### config.mk
export PLATFORM = sky130hd
export DESIGN_NAME = smacu_top
export DESIGN_NICKNAME = d
export VERILOG_FILES = /design/src/smacu_pkg.sv /design/src/smacu_add_slice.sv /design/src/smacu_top.sv
export VERILOG_INCLUDE_DIRS = /design/src
export SDC_FILE = /design/constraint.sdc
export NUM_CORES = 1
export LEC_CHECK = 0
export BUFFER_PORTS_ARGS = -buffer_cell sky130_fd_sc_hd__buf_2
export CORE_UTILIZATION = 44
export CTS_BUF_LIST = sky130_fd_sc_hd__clkbuf_4 sky130_fd_sc_hd__clkbuf_8
export CTS_CLUSTER_DIAMETER = 50
export DETAILED_ROUTE_END_ITERATION = 8
export PLACE_DENSITY = 0.73
export SYNTH_ARGS = -nofsm -noshare
export SYNTH_HDL_FRONTEND = slang
export SYNTH_SLANG_ARGS = --single-unit
### constraint.sdc
create_clock -name pclk -period 15.13 [get_ports pclk]
set_clock_uncertainty 0.05 [all_clocks]
set_input_delay 0.7565 -clock pclk [delete_from_list [all_inputs] [get_ports pclk]]
set_output_delay 0.7565 -clock pclk [all_outputs]
set_load 0.005 [all_outputs]
### src/smacu_params.svh
// smacu_params.svh: register indices, widths and reset values of the
// signed multiply/accumulate unit.
// assumes: included by bare name from every file that needs it.
`ifndef SMACU_PARAMS_SVH
`define SMACU_PARAMS_SVH

// ----------------------------------------------------------------------
// register indices (byte address is four times the index)
// ----------------------------------------------------------------------
`define SMACU_IDX_PRODUCT_OPERAND_X 8'he8
`define SMACU_IDX_PRODUCT_OPERAND_Y 8'he9
`define SMACU_IDX_PRODUCT_HIGH      8'hea
`define SMACU_IDX_PRODUCT_LOW       8'heb
`define SMACU_IDX_ACCUM_BYTE1       8'hec
`define SMACU_IDX_ACCUM_BYTE0       8'hed
`define SMACU_IDX_ACCUM_BYTE3       8'hee
`define SMACU_IDX_ACCUM_BYTE2       8'hef

// ----------------------------------------------------------------------
// address layout
// ----------------------------------------------------------------------
`define SMACU_PADDR_W     12
`define SMACU_IDX_LSB     2
`define SMACU_IDX_MSB     9
`define SMACU_UPPER_LSB   10
`define SMACU_UPPER_ZERO  2'h0
`define SMACU_ALIGN_ZERO  2'h0

// ----------------------------------------------------------------------
// widths and reset values
// ----------------------------------------------------------------------
`define SMACU_DATA_W      32
`define SMACU_OPERAND_W   8
`define SMACU_HALF_W      16
`define SMACU_RESET_BYTE  8'h00
`define SMACU_RESET_HALF  16'h0000
`define SMACU_RESET_WORD  32'h0000_0000
`define SMACU_PAD_24      24'h00_0000

`endif

### src/smacu_pkg.sv
// smacu_pkg.sv: types shared by the multiply/accumulate unit.
// assumes: compiled before the design modules.
package smacu_pkg;

    // ------------------------------------------------------------------
    // decoded register select, one-hot
    // ------------------------------------------------------------------
    typedef enum logic [8:0] {
        SMACU_SEL_NONE  = 9'h001,
        SMACU_SEL_PRODUCT_OPERAND_X = 9'h002,
        SMACU_SEL_PRODUCT_OPERAND_Y = 9'h004,
        SMACU_SEL_PHIGH = 9'h008,
        SMACU_SEL_PLOW  = 9'h010,
        SMACU_SEL_ACC1  = 9'h020,
        SMACU_SEL_ACC0  = 9'h040,
        SMACU_SEL_ACC3  = 9'h080,
        SMACU_SEL_ACC2  = 9'h100
    } smacu_sel_t;

    typedef logic [7:0]         smacu_byte_t;
    typedef logic signed [15:0] smacu_half_t;

endpackage : smacu_pkg

### src/smacu_add_slice.sv
// smacu_add_slice.sv: one slice of the split accumulator adder.
// assumes: purely combinational, registered by the caller.
`timescale 1ns/1ps
`default_nettype none

module smacu_add_slice #(
    parameter int W = 16
) (
    // operands
    input  wire logic [W-1:0] a,
    input  wire logic [W-1:0] b,
    input  wire logic         cin,
    // result
    output logic      [W-1:0] sum,
    output logic              cout
);

    logic [W:0] full;

    assign full = {1'b0, a} + {1'b0, b} + {{W{1'b0}}, cin};
    assign sum  = full[W-1:0];
    assign cout = full[W];

endmodule : smacu_add_slice

`default_nettype wire

### src/smacu_top.sv
// smacu_top.sv: signed 8x8 multiplier with 32-bit accumulator, APB slave.
// assumes: one clock pclk at 40 MHz, asynchronous active-low presetn,
// an APB master that keeps one access between accumulate writes.
//
// Overview of operation
// - four operand registers each take an 8-bit signed value.
// - product high and low bytes give the full 16-bit signed product.
// - four accumulator bytes hold a 32-bit signed accumulation.
// - multiply-only operand write updates the product, accumulator untouched.
// - accumulate operand write multiplies and adds product to accumulator.
// - both X write registers load the one shared X operand.
// - both Y write registers load the one shared Y operand.
// - any write to either clear register zeroes all accumulator bytes.
// - product and low accumulator bytes ready at once, upper one access later.
// - unit is reached as ordinary registers on the register bus.
// - accumulator byte 0 reads bits 7:0, written it is accumulate Y.
// - accumulator byte 1 reads bits 15:8, written it is accumulate X.
`timescale 1ns/1ps
`default_nettype none
`include "smacu_params.svh"

module smacu_top (
    // clock and reset
    input  wire logic                        pclk,
    input  wire logic                        presetn,
    // apb request
    input  wire logic [`SMACU_PADDR_W-1:0]   paddr,
    input  wire logic                        psel,
    input  wire logic                        penable,
    input  wire logic                        pwrite,
    input  wire logic [`SMACU_DATA_W-1:0]    pwdata,
    input  wire logic [3:0]                  pstrb,
    // apb answer
    output logic      [`SMACU_DATA_W-1:0]    prdata,
    output logic                             pready,
    output logic                             pslverr
);

    // ------------------------------------------------------------------
    // state
    // ------------------------------------------------------------------
    smacu_pkg::smacu_byte_t op_x;
    smacu_pkg::smacu_byte_t op_y;
    smacu_pkg::smacu_half_t product;
    logic [`SMACU_HALF_W-1:0] acc_lo;
    logic [`SMACU_HALF_W-1:0] acc_hi;
    logic [`SMACU_HALF_W-1:0] hi_addend;
    logic                     hi_carry;
    logic                     hi_pending;
    logic [`SMACU_DATA_W-1:0] rdata_q;

    smacu_pkg::smacu_byte_t   next_op_x;
    smacu_pkg::smacu_byte_t   next_op_y;
    smacu_pkg::smacu_half_t   next_product;
    logic [`SMACU_HALF_W-1:0] next_acc_lo;
    logic [`SMACU_HALF_W-1:0] next_acc_hi;
    logic [`SMACU_HALF_W-1:0] next_hi_addend;
    logic                     next_hi_carry;
    logic                     next_hi_pending;
    logic [`SMACU_DATA_W-1:0] next_rdata_q;

    // ------------------------------------------------------------------
    // bus decode
    // ------------------------------------------------------------------
    smacu_pkg::smacu_sel_t    sel;
    logic                     setup_ph;
    logic                     access_ph;
    logic                     wr_acc;
    logic                     wr_x;
    logic                     wr_y;
    logic                     mac_wr;
    logic                     clr_wr;

    always_comb begin
        sel = smacu_pkg::SMACU_SEL_NONE;
        if (paddr[`SMACU_PADDR_W-1:`SMACU_UPPER_LSB] == `SMACU_UPPER_ZERO &&
            paddr[`SMACU_IDX_LSB-1:0] == `SMACU_ALIGN_ZERO) begin
            unique case (paddr[`SMACU_IDX_MSB:`SMACU_IDX_LSB])
                `SMACU_IDX_PRODUCT_OPERAND_X: sel = smacu_pkg::SMACU_SEL_PRODUCT_OPERAND_X;
                `SMACU_IDX_PRODUCT_OPERAND_Y: sel = smacu_pkg::SMACU_SEL_PRODUCT_OPERAND_Y;
                `SMACU_IDX_PRODUCT_HIGH:      sel = smacu_pkg::SMACU_SEL_PHIGH;
                `SMACU_IDX_PRODUCT_LOW:       sel = smacu_pkg::SMACU_SEL_PLOW;
                `SMACU_IDX_ACCUM_BYTE1:       sel = smacu_pkg::SMACU_SEL_ACC1;
                `SMACU_IDX_ACCUM_BYTE0:       sel = smacu_pkg::SMACU_SEL_ACC0;
                `SMACU_IDX_ACCUM_BYTE3:       sel = smacu_pkg::SMACU_SEL_ACC3;
                `SMACU_IDX_ACCUM_BYTE2:       sel = smacu_pkg::SMACU_SEL_ACC2;
                default:                      sel = smacu_pkg::SMACU_SEL_NONE;
            endcase
        end
    end

    assign setup_ph  = psel & ~penable;
    assign access_ph = psel & penable;
    assign wr_acc    = access_ph & pwrite & (sel != smacu_pkg::SMACU_SEL_NONE);

    // shared operands, either register of a pair loads the same one
    assign wr_x   = wr_acc & pstrb[0] & ((sel == smacu_pkg::SMACU_SEL_PRODUCT_OPERAND_X) |
                                         (sel == smacu_pkg::SMACU_SEL_ACC1));
    assign wr_y   = wr_acc & pstrb[0] & ((sel == smacu_pkg::SMACU_SEL_PRODUCT_OPERAND_Y) |
                                         (sel == smacu_pkg::SMACU_SEL_ACC0));
    assign mac_wr = wr_acc & pstrb[0] & ((sel == smacu_pkg::SMACU_SEL_ACC1) |
                                         (sel == smacu_pkg::SMACU_SEL_ACC0));
    assign clr_wr = wr_acc & ((sel == smacu_pkg::SMACU_SEL_ACC3) |
                              (sel == smacu_pkg::SMACU_SEL_ACC2));

    // ------------------------------------------------------------------
    // multiplier and split adder
    // ------------------------------------------------------------------
    smacu_pkg::smacu_half_t   prod_calc;
    logic [`SMACU_DATA_W-1:0] prod_ext;
    logic [`SMACU_HALF_W-1:0] lo_sum;
    logic                     lo_cout;
    logic [`SMACU_HALF_W-1:0] hi_sum;

    assign next_op_x = wr_x ? pwdata[`SMACU_OPERAND_W-1:0] : op_x;
    assign next_op_y = wr_y ? pwdata[`SMACU_OPERAND_W-1:0] : op_y;
    assign prod_calc = $signed(next_op_x) * $signed(next_op_y);
    assign prod_ext  = {{`SMACU_HALF_W{prod_calc[`SMACU_HALF_W-1]}}, prod_calc};

    smacu_add_slice #(
        .W    (`SMACU_HALF_W)
    ) u_add_lo (
        .a    (acc_lo),
        .b    (prod_ext[`SMACU_HALF_W-1:0]),
        .cin  (1'b0),
        .sum  (lo_sum),
        .cout (lo_cout)
    );

    smacu_add_slice #(
        .W    (`SMACU_HALF_W)
    ) u_add_hi (
        .a    (acc_hi),
        .b    (hi_addend),
        .cin  (hi_carry),
        .sum  (hi_sum),
        .cout ()
    );

    // ------------------------------------------------------------------
    // next state of operands, product and accumulator
    // ------------------------------------------------------------------
    always_comb begin
        next_product    = product;
        next_acc_lo     = acc_lo;
        next_acc_hi     = acc_hi;
        next_hi_addend  = hi_addend;
        next_hi_carry   = hi_carry;
        next_hi_pending = 1'b0;
        if (wr_x | wr_y) begin
            next_product = prod_calc;
        end
        // upper half lands one cycle after the low half
        if (hi_pending) begin
            next_acc_hi = hi_sum;
        end
        if (mac_wr) begin
            next_acc_lo     = lo_sum;
            next_hi_addend  = prod_ext[`SMACU_DATA_W-1:`SMACU_HALF_W];
            next_hi_carry   = lo_cout;
            next_hi_pending = 1'b1;
        end
        if (clr_wr) begin
            next_acc_lo     = `SMACU_RESET_HALF;
            next_acc_hi     = `SMACU_RESET_HALF;
            next_hi_pending = 1'b0;
        end
    end

    // ------------------------------------------------------------------
    // read data, captured in the setup cycle
    // ------------------------------------------------------------------
    always_comb begin
        next_rdata_q = rdata_q;
        if (setup_ph & ~pwrite) begin
            unique case (sel)
                smacu_pkg::SMACU_SEL_PHIGH:
                    next_rdata_q = {`SMACU_PAD_24, product[15:8]};
                smacu_pkg::SMACU_SEL_PLOW:
                    next_rdata_q = {`SMACU_PAD_24, product[7:0]};
                smacu_pkg::SMACU_SEL_ACC0:
                    next_rdata_q = {`SMACU_PAD_24, acc_lo[7:0]};
                smacu_pkg::SMACU_SEL_ACC1:
                    next_rdata_q = {`SMACU_PAD_24, acc_lo[15:8]};
                smacu_pkg::SMACU_SEL_ACC2:
                    next_rdata_q = {`SMACU_PAD_24, acc_hi[7:0]};
                smacu_pkg::SMACU_SEL_ACC3:
                    next_rdata_q = {`SMACU_PAD_24, acc_hi[15:8]};
                smacu_pkg::SMACU_SEL_PRODUCT_OPERAND_X,
                smacu_pkg::SMACU_SEL_PRODUCT_OPERAND_Y,
                smacu_pkg::SMACU_SEL_NONE:
                    next_rdata_q = `SMACU_RESET_WORD;
            endcase
        end
    end

    // ------------------------------------------------------------------
    // registers
    // ------------------------------------------------------------------
    always_ff @(posedge pclk or negedge presetn) begin
        if (!presetn) begin
            op_x       <= `SMACU_RESET_BYTE;
            op_y       <= `SMACU_RESET_BYTE;
            product    <= `SMACU_RESET_HALF;
            acc_lo     <= `SMACU_RESET_HALF;
            acc_hi     <= `SMACU_RESET_HALF;
            hi_addend  <= `SMACU_RESET_HALF;
            hi_carry   <= 1'b0;
            hi_pending <= 1'b0;
            rdata_q    <= `SMACU_RESET_WORD;
        end else begin
            op_x       <= next_op_x;
            op_y       <= next_op_y;
            product    <= next_product;
            acc_lo     <= next_acc_lo;
            acc_hi     <= next_acc_hi;
            hi_addend  <= next_hi_addend;
            hi_carry   <= next_hi_carry;
            hi_pending <= next_hi_pending;
            rdata_q    <= next_rdata_q;
        end
    end

    // ------------------------------------------------------------------
    // bus answer
    // ------------------------------------------------------------------
    assign prdata  = rdata_q;
    assign pready  = 1'b1;
    assign pslverr = access_ph & (sel == smacu_pkg::SMACU_SEL_NONE);

endmodule : smacu_top

`default_nettype wire

# [Word-level counts from Yosys, hierarchy flattened]
# Index checks and enable logic that the tools add are counted.
# W data, S select, Z words.
[op_classes] multipliers=1 eq_ne=18 reduce_logical=6 bitwise=18 n_addsub=3 n_mux=11
[op_table] operator="$pmux W32 S7" count=1
[op_table] operator="$pmux W9 S8" count=1
[op_table] operator="$eq A8 B8 Y1 const B" count=8
[op_table] operator="$mux W16" count=4
[op_table] operator="$add A16 B16 Y17" count=1
[op_table] operator="$add A16 B1 Y16" count=1
[op_table] operator="$add A16 B16 Y16" count=1
[op_table] operator="$mul A8 B8 Y16" count=1
[op_table] operator="$mux W8" count=2
[op_table] operator="$and A1 B1 Y1" count=11
[op_table] operator="$eq A9 B1 Y1 const B" count=1
[op_table] operator="$eq A9 B2 Y1 const B" count=1
[op_table] operator="$eq A9 B3 Y1 const B" count=1
[op_table] operator="$eq A9 B4 Y1 const B" count=1
[op_table] operator="$eq A9 B5 Y1 const B" count=1
[op_table] operator="$eq A9 B6 Y1 const B" count=1
[op_table] operator="$eq A9 B7 Y1 const B" count=1
[op_table] operator="$eq A9 B8 Y1 const B" count=1
[op_table] operator="$eq A9 B9 Y1 const B" count=1
[op_table] operator="$mux W9" count=1
[op_table] operator="$ne A9 B1 Y1 const B" count=1
[op_table] operator="$or A1 B1 Y1" count=5
[op_table] operator="$logic_not A2 Y1" count=2
[op_table] operator="$reduce_bool A2 Y1" count=2
[op_table] operator="4 further kinds" count=6
[totals] in_bits=53 regBits=99 out_inout_bits=34 wordCells=66

# [Depth between registers and ports, before layout]
[logic_depth] ltp_word=12 mapped_depth=28 ltp_nobuf=27

# [Cells and area by module]
# Synthesis repeated with hierarchy kept, for this count alone.
[unflattened] cells_unflattened=768 hier_area_um2=7440.9
[by_module_without_submodules] mod="smacu_top" cells_each=580 area_each_um2=5947.0 instances=1 seq_area_each_um2=1876.8
[by_module_without_submodules] mod="smacu_add_slice" cells_each=94 area_each_um2=747.0 instances=2 seq_area_each_um2=0.0

# [Worst setup path before layout]
# OpenSTA, ideal clock, no wires.
[synth_timing] path_type="input -> register" startpoint="input port paddr[6]" endpoint="register acc_lo[12]" setup_time_ns=0.133 path_buffers=0 t_required_ns=14.947 arrival_ns=6.833 path_slack_ns=8.114 cell_stages=26 path_cell_list="or4b_4 > nor4_4 > nand2_2 > nor2_8 > mux2i_1 > nor2_1 > fa_1 > inv_1 > fa_1 > inv_1 > fa_1 > inv_1 > fa_1 > inv_1 > ha_1 > a21o_1 > a21oi_1 > o21ai_0 > xor2_1 > ha_1 > or3_1 > o21ai_0 > a21oi_1 > o31ai_1 > xor2_1 > o21ai_0"
[synth_between] elab_chain_cells=12 word_cells_on_any_way=34 cone_classes="add/sub (1); mul (1); eq/ne (15); mux (6); bitwise (10); reduce/logical (1)"
[synth_lines] item="start, declared" line_no="smacu_top.sv:27" rtl="input wire logic [`SMACU_PADDR_W-1:0] paddr,"
[synth_lines] item="$eq A8 B8 Y1" line_no="smacu_top.sv:78" rtl="unique case (paddr[`SMACU_IDX_MSB:`SMACU_IDX_LSB])"
[synth_lines] item="$pmux W9 S8 (*)" line_no="smacu_top.sv:78"
[synth_lines] item="$mux W9 (*)" line_no="smacu_top.sv:76" rtl="if (paddr[`SMACU_PADDR_W-1:`SMACU_UPPER_LSB] == `SMACU_UPPER_ZERO &&"
[synth_lines] item="$ne A9 B1 Y1" line_no="smacu_top.sv:94" rtl="assign wr_acc = access_ph & pwrite & (sel != smacu_pkg::SMACU_SEL_NONE);"
[synth_lines] item="$and A1 B1 Y1" line_no="smacu_top.sv:94"
[synth_lines] item="$and A1 B1 Y1" line_no="smacu_top.sv:97, smacu_top.sv:99"
[synth_lines] item="$and A1 B1 Y1 (on tied branches)" line_no="smacu_top.sv:97, smacu_top.sv:99"
[synth_lines] item="$mux W8 (on tied branches)" line_no="smacu_top.sv:115, smacu_top.sv:116"
[synth_lines] item="$mul A8 B8 Y16 (*)" line_no="smacu_top.sv:117" rtl="assign prod_calc = $signed(next_op_x) * $signed(next_op_y);"
[synth_lines] item="via prod_calc[9]" line_no="smacu_top.sv:109" rtl="smacu_pkg::smacu_half_t prod_calc;"
[synth_lines] item="$add A16 B16 Y17 (*)" line_no="smacu_add_slice.sv:20" rtl="assign full = {1'b0, a} + {1'b0, b} + {{W{1'b0}}, cin};"
[synth_lines] item="$mux W16 (*)" line_no="smacu_top.sv:157" rtl="if (mac_wr) begin"
[synth_lines] item="$mux W16 (*)" line_no="smacu_top.sv:163" rtl="if (clr_wr) begin"
[synth_lines] item="end signal, assigned" line_no="smacu_top.sv:205" rtl="acc_lo <= `SMACU_RESET_HALF;"
[synth_lines] item="end signal, assigned" line_no="smacu_top.sv:215" rtl="acc_lo <= next_acc_lo;"
[synth_lines] item="end, declared" line_no="smacu_top.sv:45" rtl="logic [`SMACU_HALF_W-1:0] acc_lo;"
# Mark *: on every way through the listed nets, which the timed path passes. The rest lies on a longest branch. The select of a mux whose other input is x is not followed.
# A chain may end at the register's enable or synchronous reset.

# [Worst setup path in the final report]
[layout_timing] startpoint="input port paddr[6]" endpoint="register acc_lo[15]"
# Same word-level chain as after synthesis.

==> results.yml <==
synthesis:
  synth_compound_area_frac: 0.1412
  synthMuxAreaShare: 0.05475
  ys_types: 58
  synthAdderAreaFrac: 0.2605
  synth-edff-count: 0
  synth_cells: 812
  syn_avg_cell_area_um2: 8.979
  synth_xor_area_frac: 0.04084
  synthArstFlopShare: 1.000
  yosys.area_share.simple: 0.1471
  synth_top_family_by_area: "adder cells"
  yosysSeqAreaShare: 0.2574
  yosys_warnings: 0
  synthFlopType: "dfrtp_1"
  ys_seq_elements: 75
  syn_area_um2: 7291
status:
  status: "finished clean"
grt:
  grt_max_degree: 76
  antenna_found_initial: 0
  grt_pass1_vias: 5167
  grt.overflow.total: 0
  grt_use_total: 0.1923
  grt_pass1_wl_um: 25410
sta:
  holdWs_ns: 0.4422
  final.setup.tns_ns: 0
  max_freq_mhz: 125.5
  setup_violations: 0
  maxSlewHeadroom: 0.3533
  rsz0062_at_grt: "false"
  min_period_ns: 7.970
  final_max_slew_viol_count: 0
  finalHoldViolCount: 0
  period_share: 0.5268
  tightest_slew_ns: 0.9700
clocking:
  cts.sinks: 75
  root_buffer: "clkbuf_8"
  clk_latency_ns: 0.37
  hold_buffers: 0
  cts.path.max_buffers: 2
  tritoncts: "built"
  clk_pin_slew_ns: 0.10
  htreeDepth: 3
  cts_setup_buffers: 0
  postCtsResizedCells: 0
  cts_buffers: 9
setup_path:
  crit_path_end_kind: "flop"
  path_class: "input pin to flop"
  path_max_fanout: 18
  crit_slowest_cell: "mux2i_1"
  cp.arrival_ns: 8.15
  startpoint_type: "input pin"
  cp_slowest_stage_delay_ns: 0.67
  worst-path-stages: 27
  reg2reg_depth: 22
  regToRegStartpoint: "op_x[3]"
  crit_buf_inv: 5
  r2r-end: "acc_lo[15]"
  path_delay_family: "adder cells"
  r2r_slack_ns: 9.11
  cp_data_required_time_ns: 15.31
cells_and_area:
  drive_gt1_frac: 0.08629
  nets: 1011
  final_common_cell: "inv_1"
  fin_util: 0.4849
  fill_cells: 1506
  mostFrequentLayoutCells: "inv_1, nand2_1, nor2_1, dfrtp_1, ha_1"
  area_delta_synth_final_pct: 6.796
  post-route-cell-area_um2: 7786
  diodes: 0
hold_path:
  hp-class: "flop to flop"
  hp-start: "product[9]"
  hold_path_depth: 2
  min_to: "prdata[1]"
floorplan:
  die_x_um: 130.7
  pin_count: 87
  fp-row-count: 46
  core_area_um2: 16060
  die-area_um2: 17090
  fp.dieH_um: 130.7
  start_util: 0.4540
power_and_ir_drop:
  pwr-share-clk: 0.434
  p_int_uw: 285.0
  power.density_nw_per_um2: 49.57
  power_leakage_nw: 3.946
  p_sw_frac: 0.2616
  comb_power_share: 0.046
  p_sw_uw: 101.0
  vdd_drop_max_v: 0.00003343
  p_seq_frac: 0.520
detailed_routing:
  firstDrtPassIters: 5
  drcViolationCount: 0
  drt_wl_total_um: 15440
  first_iter_violations: 432
  ant_nets: 0
  wl_per_cell_um: 14.54
  vias: 5573
  vias_per_cell: 5.248
placed_design:
  placed_area_um2: 7577
  gp_congestion: 0.8537
  io_buffers: 34
  dpl.hpwl_um: 12190
flow_run:
  drv_cap: 0
==> cells in the mapped netlist, drive strengths merged (2+ instances only) <==
| master | count | share of area |
|---|---|---|
| nor3 | 10 | 0.0069 |
| a22o | 4 | 0.0048 |
| conb | 2 | 0.0010 |
| nand2b | 8 | 0.0069 |
| o21a | 8 | 0.0082 |
| nand4 | 4 | 0.0034 |
| buf | 32 | 0.030 |
| nand3 | 11 | 0.0076 |
| a31oi | 6 | 0.0051 |
| or4 | 3 | 0.0031 |
| a222oi | 8 | 0.011 |
| o31a | 2 | 0.0024 |
| o21bai | 2 | 0.0021 |
| fa | 58 | 0.16 |
| nor4 | 2 | 0.0046 |
| mux2i | 27 | 0.050 |
| clkbuf | 8 | 0.0041 |
| nand2 | 97 | 0.053 |
| mux2 | 3 | 0.0046 |
| dfrtp | 75 | 0.26 |
| nor2 | 76 | 0.041 |
| inv | 119 | 0.061 |
| o31ai | 9 | 0.010 |
| o21ai | 40 | 0.027 |
| and2 | 4 | 0.0034 |
| ha | 59 | 0.10 |
| a21oi | 35 | 0.024 |
| xnor2 | 23 | 0.028 |
| o22ai | 10 | 0.0086 |
| a211oi | 11 | 0.011 |
| nor2b | 7 | 0.0060 |
| xor2 | 11 | 0.013 |
| a21o | 11 | 0.011 |
| and3 | 3 | 0.0026 |
| a22oi | 8 | 0.0082 |
| o211ai | 3 | 0.0031 |
| clkinv | 3 | 0.0015 |
==> routing by layer <==
metal  global-route usage  vias to the layer above  wire [um]
met4              0.05206                        0        247
li1                     -                     2715          -
met3              0.03013                       14        615
met5                    0                        -          0
met2               0.3047                      128       7122
met1               0.2727                     2716       7453
==> worst max path at each step <==
stage / startpoint / to / slack, ns
4_1_cts: paddr[6] / acc_lo[15] / 7.21
3_5_place_dp: paddr[6] / acc_lo[15] / 6.84
5_1_grt: paddr[6] / acc_lo[15] / 6.66
3_3_place_gp: paddr[6] / acc_lo[15] / 6.86
6_report: paddr[6] / acc_lo[15] / 7.16
2_1_floorplan: paddr[6] / acc_lo[12] / 8.11
==> power groups by stage <==
| stage | sequential [mW] | clock (mW) | combinational, mW |
|---|---|---|---|
| after CTS | 0.201 | 0.171 | 0.0180 |
| final | 0.201 | 0.167 | 0.0178 |
| after detailed placement | 0.205 | 0 | 0.0180 |
| after global placement | 0.205 | 0 | 0.0177 |
| after floorplan | 0.205 | 0 | 0.0127 |
| after global routing | 0.201 | 0.178 | 0.0202 |
==> state kept, by name, summed over array words and instances, names as in the netlist <==
register and count:
acc_hi 16, acc_lo 16, hi_addend 1, hi_carry 1, hi_pending 1, op_x 8, op_y 8, prdata 8
product 16
==> through the flow <==
step	setup WS (ns)	instances	total power, mW
6_report	7.160	1062	0.3859
5_1_grt	6.665	1062	0.3987
4_1_cts	7.209	1062	0.3893
3_5_place_dp	6.841	1046	0.2227
3_3_place_gp	6.857	1046	0.2224
2_1_floorplan	8.114	835	0.2175
==> tightest hold or removal path: cells and delay by family (launching register included) <==
kind,cells,cell delay (ns)
compound gates,1,0.07
buf+inv,1,0.05
flops,1,0.35
==> layout make-up <==
type                       instances  area, um^2  share of cell area
multi-input combinational        598        4792              0.6155
sequential                        75        1877              0.2410
inverter                         122       457.9             0.05881
tap                              216       270.3             0.03471
timing repair buffer              35       180.2             0.02314
clock buffer                       9       123.9             0.01591
clock inverter                     7       85.08             0.01093
==> logic make-up after synthesis <==
group                    count (synthesis)
flip-flops                              75
AO/OA/AOI/OAI                          160
XOR/XNOR                                34
other                                    2
multiplexers                            30
buffers and inverters                  162
AND/OR/NAND/NOR                        232
adder cells (fa/ha/maj)                117
Note: power is estimated with default switching activity, not from simulation.
